File: config.mk
export PLATFORM = sky130hd
export DESIGN_NAME = rate_converter_config
export DESIGN_NICKNAME = d
export VERILOG_FILES = /design/src/core/rate_converter_pkg.sv /design/src/core/rate_converter_config.sv
export SDC_FILE = /design/constraint.sdc
export NUM_CORES = 1
export LEC_CHECK = 0
export BUFFER_PORTS_ARGS = -buffer_cell sky130_fd_sc_hd__buf_2
export CAP_MARGIN = 20
export CORE_ASPECT_RATIO = 1.2
export CORE_MARGIN = 2
export CORE_UTILIZATION = 40
export DETAILED_ROUTE_END_ITERATION = 10
export GPL_TIMING_DRIVEN = 0
export PLACE_DENSITY = 0.82
export RECOVER_POWER = 100
export SYNTH_ARGS = -nofsm -noshare
export SYNTH_HDL_FRONTEND = slang
export SYNTH_SLANG_ARGS = --single-unit
File: constraint.sdc
create_clock -name pclk -period 2.5 [get_ports pclk]
set_input_delay 0.125 -clock pclk [delete_from_list [all_inputs] [get_ports pclk]]
set_output_delay 0.125 -clock pclk [all_outputs]
set_load 0.005 [all_outputs]
File: src/core/rate_converter_pkg.sv
// constants for the rate converter configuration registers
package rate_converter_pkg;
  // register offsets are not all multiples of four: printed offsets are indices
  localparam logic [7:0] CTRL_INDEX = 8'h17;
  localparam logic [7:0] RATIO_INDEX = 8'h18;
  localparam logic [31:0] CTRL_ADDR = {22'h000000, CTRL_INDEX, 2'b00};
  localparam logic [31:0] RATIO_ADDR = {22'h000000, RATIO_INDEX, 2'b00};
  localparam logic [7:0] CTRL_RESET = 8'h00;
  localparam logic [7:0] RATIO_RESET = 8'h00;
  // field positions
  localparam int ENABLE_BIT = 7;
  localparam int DETECT_DISABLE_BIT = 6;
  localparam int MAIN_CUSTOM_BIT = 7;
  localparam int MAIN_SELECT_BIT = 6;
  localparam int RATIO_M_LSB = 3;
  localparam int RATIO_N_LSB = 0;
  localparam int RATIO_W = 3;
  // ratio codes
  localparam logic [2:0] RATIO_AUTO = 3'h0;
  localparam logic [2:0] RATIO_RSVD_A = 3'h5;
  localparam logic [2:0] RATIO_RSVD_B = 3'h7;
  // main rate source encoding on main_rate_source output
  localparam logic [1:0] MAIN_AUTO = 2'h0;
  localparam logic [1:0] MAIN_PRIMARY = 2'h1;
  localparam logic [1:0] MAIN_SECONDARY = 2'h2;
endpackage
File: src/core/rate_converter_config.sv
// APB register bank steering the sample-rate converter
//
// The implementer's own choice: the APB register port.
`timescale 1ns/100ps
// Overview of operation
// - converter runs only while the enable bit 7 of the control register is set.
// - automatic rate detection runs while bit 6 is 0 and enable bit 7 is set, suppressed when bit 6 is 1.
// - control bits 5..0 are reserved read-only zeros; software writes only zero.
// - main custom bit 0 infers main rate; 1 takes it from select bit.
// - select bit 0 picks primary serial port rate, 1 picks secondary.
// - m field bits 5..3: 0 auto, 1,2,3,4,6 literal, 5 and 7 reserved.
// - n field bits 2..0: 0 auto, 1,2,3,4,6 literal, 5 and 7 reserved.
// - ratio register at index 0x18, resets to 0x00, all terms inferred.
// - control register at index 0x17, resets to 0x00, converter disabled.
module rate_converter_config (
  input wire logic pclk,
  input wire logic presetn,
  input wire logic psel,
  input wire logic penable,
  input wire logic pwrite,
  input wire logic [31:0] paddr,
  input wire logic [31:0] pwdata,
  input wire logic [3:0] pstrb,
  output logic [31:0] prdata,
  output logic pready,
  output logic pslverr,
  output logic rate_converter_enable,
  output logic rate_detect_auto,
  output logic [1:0] main_rate_source,
  output logic [2:0] ratio_m,
  output logic [2:0] ratio_n,
  output logic ratio_m_auto,
  output logic ratio_n_auto,
  output logic ratio_reserved_code
);

  logic enable_q;
  logic detect_disable_q;
  logic [7:0] ratio_q;
  logic hit_ctrl;
  logic hit_ratio;
  logic setup;
  logic rd_setup;
  logic wr_en;
  logic wr_ctrl;
  logic wr_ratio;
  logic [7:0] ctrl_rd;
  logic [7:0] rd_byte;
  logic [2:0] m_code;
  logic [2:0] n_code;
  logic m_rsvd;
  logic n_rsvd;
  logic [1:0] main_d;

  // reserved ratio codes are only flagged; the datapath decides what they mean
  function automatic logic code_reserved(input logic [2:0] code);
    code_reserved = (code == rate_converter_pkg::RATIO_RSVD_A)
      || (code == rate_converter_pkg::RATIO_RSVD_B);
  endfunction

  assign hit_ctrl = (paddr == rate_converter_pkg::CTRL_ADDR);
  assign hit_ratio = (paddr == rate_converter_pkg::RATIO_ADDR);
  // no wait state: answer in the first access cycle after setup, pready registered
  assign setup = psel && !penable;
  assign rd_setup = setup && !pwrite;
  // writes land only on the edge that completes the access phase
  assign wr_en = psel && penable && pready && pwrite && pstrb[0];
  assign wr_ctrl = wr_en && hit_ctrl;
  assign wr_ratio = wr_en && hit_ratio;
  // reserved low bits always read zero
  assign ctrl_rd = {enable_q, detect_disable_q, 6'h00};
  assign m_code = ratio_q[rate_converter_pkg::RATIO_M_LSB +: rate_converter_pkg::RATIO_W];
  assign n_code = ratio_q[rate_converter_pkg::RATIO_N_LSB +: rate_converter_pkg::RATIO_W];
  assign m_rsvd = code_reserved(m_code);
  assign n_rsvd = code_reserved(n_code);

  always_comb begin
    case ({ratio_q[rate_converter_pkg::MAIN_CUSTOM_BIT], ratio_q[rate_converter_pkg::MAIN_SELECT_BIT]})
      2'b10: begin
        main_d = rate_converter_pkg::MAIN_PRIMARY;
      end
      2'b11: begin
        main_d = rate_converter_pkg::MAIN_SECONDARY;
      end
      default: begin
        // select bit ignored while the custom bit is clear
        main_d = rate_converter_pkg::MAIN_AUTO;
      end
    endcase
  end

  always_comb begin
    case ({hit_ctrl, hit_ratio})
      2'b10: begin
        rd_byte = ctrl_rd;
      end
      2'b01: begin
        rd_byte = ratio_q;
      end
      default: begin
        // unmapped words read as zero
        rd_byte = 8'h00;
      end
    endcase
  end

  always_ff @(posedge pclk or negedge presetn) begin
    if (!presetn) begin
      pready <= 1'b0;
    end else begin
      pready <= setup;
    end
  end

  always_ff @(posedge pclk or negedge presetn) begin
    if (!presetn) begin
      pslverr <= 1'b0;
    end else begin
      pslverr <= setup && !hit_ctrl && !hit_ratio;
    end
  end

  // latched at setup so read data stands for the whole access phase
  always_ff @(posedge pclk or negedge presetn) begin
    if (!presetn) begin
      prdata <= 32'h00000000;
    end else if (rd_setup) begin
      prdata <= {24'h000000, rd_byte};
    end
  end

  always_ff @(posedge pclk or negedge presetn) begin
    if (!presetn) begin
      enable_q <= rate_converter_pkg::CTRL_RESET[rate_converter_pkg::ENABLE_BIT];
    end else if (wr_ctrl) begin
      // writes to reserved bits 5..0 are dropped
      enable_q <= pwdata[rate_converter_pkg::ENABLE_BIT];
    end
  end

  always_ff @(posedge pclk or negedge presetn) begin
    if (!presetn) begin
      detect_disable_q <= rate_converter_pkg::CTRL_RESET[rate_converter_pkg::DETECT_DISABLE_BIT];
    end else if (wr_ctrl) begin
      detect_disable_q <= pwdata[rate_converter_pkg::DETECT_DISABLE_BIT];
    end
  end

  always_ff @(posedge pclk or negedge presetn) begin
    if (!presetn) begin
      ratio_q <= rate_converter_pkg::RATIO_RESET;
    end else if (wr_ratio) begin
      // reserved ratio codes are stored as written
      ratio_q <= pwdata[7:0];
    end
  end

  always_ff @(posedge pclk or negedge presetn) begin
    if (!presetn) begin
      rate_converter_enable <= 1'b0;
    end else begin
      rate_converter_enable <= enable_q;
    end
  end

  always_ff @(posedge pclk or negedge presetn) begin
    if (!presetn) begin
      rate_detect_auto <= 1'b0;
    end else begin
      // detection only meaningful while the converter itself runs
      rate_detect_auto <= enable_q && !detect_disable_q;
    end
  end

  always_ff @(posedge pclk or negedge presetn) begin
    if (!presetn) begin
      main_rate_source <= rate_converter_pkg::MAIN_AUTO;
    end else begin
      main_rate_source <= main_d;
    end
  end

  always_ff @(posedge pclk or negedge presetn) begin
    if (!presetn) begin
      ratio_m <= rate_converter_pkg::RATIO_AUTO;
    end else begin
      ratio_m <= m_code;
    end
  end

  always_ff @(posedge pclk or negedge presetn) begin
    if (!presetn) begin
      ratio_n <= rate_converter_pkg::RATIO_AUTO;
    end else begin
      ratio_n <= n_code;
    end
  end

  always_ff @(posedge pclk or negedge presetn) begin
    if (!presetn) begin
      ratio_m_auto <= 1'b1;
    end else begin
      ratio_m_auto <= (m_code == rate_converter_pkg::RATIO_AUTO);
    end
  end

  always_ff @(posedge pclk or negedge presetn) begin
    if (!presetn) begin
      ratio_n_auto <= 1'b1;
    end else begin
      ratio_n_auto <= (n_code == rate_converter_pkg::RATIO_AUTO);
    end
  end

  always_ff @(posedge pclk or negedge presetn) begin
    if (!presetn) begin
      ratio_reserved_code <= 1'b0;
    end else begin
      // flag only; the datapath decides what reserved codes do
      ratio_reserved_code <= m_rsvd || n_rsvd;
    end
  end

endmodule // rate_converter_config

==> metrics.yaml <==
seq_area_sq_um: 828
antenna_left: 0
synth_top_family_by_area: "simple AND/OR/NAND/NOR gates"
place.gp.congestion: 0.771
synth-compound-area-share: 0.0562
cp_slowest_cell: "nor4_4"
power.leakage_uw: 0.00113
fmax_mhz: 538
post_cts_buffers: 0
placed_cells: 240
hold_path.class: "input pin to flip-flop"
synth_top_area_share: 0.536
drtIter0Drc: 19
drv_slew: 34
drive_above_1_share: 0.491
dr.pass1.iters: 7
port_buffers: 68
place_hpwl_microns: 2470
hold_violations: 0
status: "complete, but fails checks"
grt_pass1_wl_microns: 4600
cp_cell_sequence: "buf_2 -> nor4_1 -> nand4_1 -> nor4_4 -> mux2_2"
synthMuxAreaShare: 0.0779
required_ps: 2660
startpoint: "paddr[17]"
grt_pass1_vias: 1103
finalClockSkew_ps: 5.16
rows: 23
cts_root_buffer: "clkbuf_8"
crit_buf_inv: 1
clk_path_buf_depth: 2
fin_setup_tns_ps: 0
cts_tree: "done"
crit_arrival_ps: 2020
cts_sinks: 33
ys_top_cells_by_area: "dfrtp_1, buf_4, mux2_2, a22o_1, nor4_1"
antennaDiodeCount: 0
hold_path_startpoint: "pwdata[4]"
setup_viol: 0
ys_seq_elements: 33
initial_utilization: 0.426
crit_family: "simple AND/OR/NAND/NOR gates"
grt_max_degree: 34
grt-ovfl-total: 0
power_density_nw_per_um2: 514
yosys_warnings: 0
post_cts_resized: 0
routed_wirelength_microns: 3000
ys_types: 23
vias_per_cell: 4.61
cts_hold_buffers: 1
vias: 1147
drc: 8
die_area_sq_um: 4110
wire_per_inst_microns: 12.0
vdd_drop_max_mv: 0.175
nFillCells: 288
rsz0062_at_grt: "no"
yosysTopAreaCell: "dfrtp_1"
endpoint_kind: "flip-flop"
synthXorXnorAreaFrac: 0
max_stage_delay_ps: 700
dieWidth_microns: 58.9
h-tree-depth: 2
fin_cells: 249
cts_buffers: 5
r2r-start: "pready$_DFF_PN0_"
syn_inst: 112
relSlewSlack: -0.0952
min_period_ps: 1860
tightest_slew_ps: 1640
multiInputGateArea_sq_um: 494
grt_use_total: 0.150
coreArea_sq_um: 3400
ioPinCount: 120
synth_fa_ha_area_frac: 0
yosysSeqAreaShare: 0.573
violations: "design-rule violations, max-capacitance violations, max-slew violations"
areaGrowthSynthToFinish_pct: 38.0
final_nets: 284
synth-simple-area-share: 0.156
netlist_area_sq_um: 1450
fp.dieH_microns: 69.9
syn_avg_cell_area_sq_um: 12.9
clock_latency_ps: 280
start_kind: "input pin"
criticalPathCategory: "input pin to flip-flop"
finalCritPeriodShare: 0.743
antenna_found_initial: 0
crit_fanout: 8
cap_violations: 1
cts.clk_slew.worst_paths_ps: 60
-- stage by stage --
step	cell area, sq um	total power, uW	utilization	setup slack [ps]	hold slack (ps)
after floorplan	1530	591	-	759	-171
after global placement	1920	639	0.565	397	193
after detailed placement	1920	641	0.565	374	198
after CTS	2020	1030	0.595	664	80.6
after global routing	2000	1070	0.588	295	92.6
final	2000	1020	0.588	643	87.9
-- cell usage after synthesis, drive strengths merged --
library cell / number
dfrtp: 31
buf: 24
nor4: 11
mux2: 10
a22o: 7
nor3: 5
and2: 3
inv: 3
a221o: 2
dfstp: 2
nand2b: 2
nand3: 2
nor2: 2
and3: 1
clkbuf: 1
conb: 1
nand4: 1
nand4b: 1
nor2b: 1
nor4b: 1
or4b: 1
-- placed cells by master, fill, tap and decap left out, drive strengths merged, types with 2 or more instances in the layout --
cell    count
nand2b      2
nor2        2
a221o       2
dfrtp      31
inv         3
conb       24
buf        85
nand3       2
mux2       10
nor4       11
clkbuf     16
dfstp       2
nor3        5
and2        3
a22o        7
-- kinds of logic after synthesis --
kind of cell           Yosys count
buffers and inverters           28
muxes                           10
and+or+nand+nor                 31
other                            1
DFF                             33
AOI/OAI and AO/OA                9
-- metal layers --
layer | wire length (microns) | GRT usage | vias up | share of wire
li1 | - | - | 557 | -
met1 | 1040 | 0.144 | 506 | 0.35
met2 | 1580 | 0.283 | 79 | 0.53
met3 | 339 | 0.0500 | 5 | 0.11
met4 | 32 | 0.0530 | 0 | 0.011
met5 | 0 | 0 | - | 0
-- path summary, 6_finish.rpt --
kind	endpoint	slack (ps)	depth (start not counted)
worst min register to register	rate_converter_enable$_DFF_PN0_	420	0
worst min-delay path	ratio_q[4]$_DFFE_PN0P_	90	2
min in group asynchronous	rate_detect_auto$_DFF_PN0_	810	2
worst max register to register	ratio_q[3]$_DFFE_PN0P_	870	4
max in group asynchronous	ratio_m[2]$_DFF_PN0_	740	2
worst max-delay path	ratio_q[3]$_DFFE_PN0P_	640	5
-- worst reg2reg max path, delay by kind of cell (launching register included) --
kind / cells / cell delay [ps]
mux: 1 / 400
simple gates: 3 / 760
flops: 1 / 340
-- registers in the layout, indices dropped and copies added, names as in the netlist --
register,flops
ratio_m,3
ratio_reserved_code,1
pready,1
prdata,8
detect_disable_q,1
main_rate_source,2
enable_q,1
rate_converter_enable,1
ratio_n,3
ratio_m_auto,1
ratio_n_auto,1
ratio_q,8
pslverr,1
rate_detect_auto,1
-- layout make-up --
| cell class | count | area share |
|---|---|---|
| inverters | 3 | 0.00564 |
| clock buffers | 8 | 0.0451 |
| well taps | 37 | 0.0232 |
| flip-flops and latches | 33 | 0.415 |
| multi-input cells | 74 | 0.248 |
| plain buffers | 25 | 0.0922 |
| repair buffers | 69 | 0.171 |
-- power by group --
part / internal [uW] / switching (uW) / leakage (uW)
Clock: 224 / 168 / 0.0000455
Sequential: 536 / 0.559 / 0.000452
Combinational: 54.2 / 42.1 / 0.000635
(Power assumes the default switching activity.)
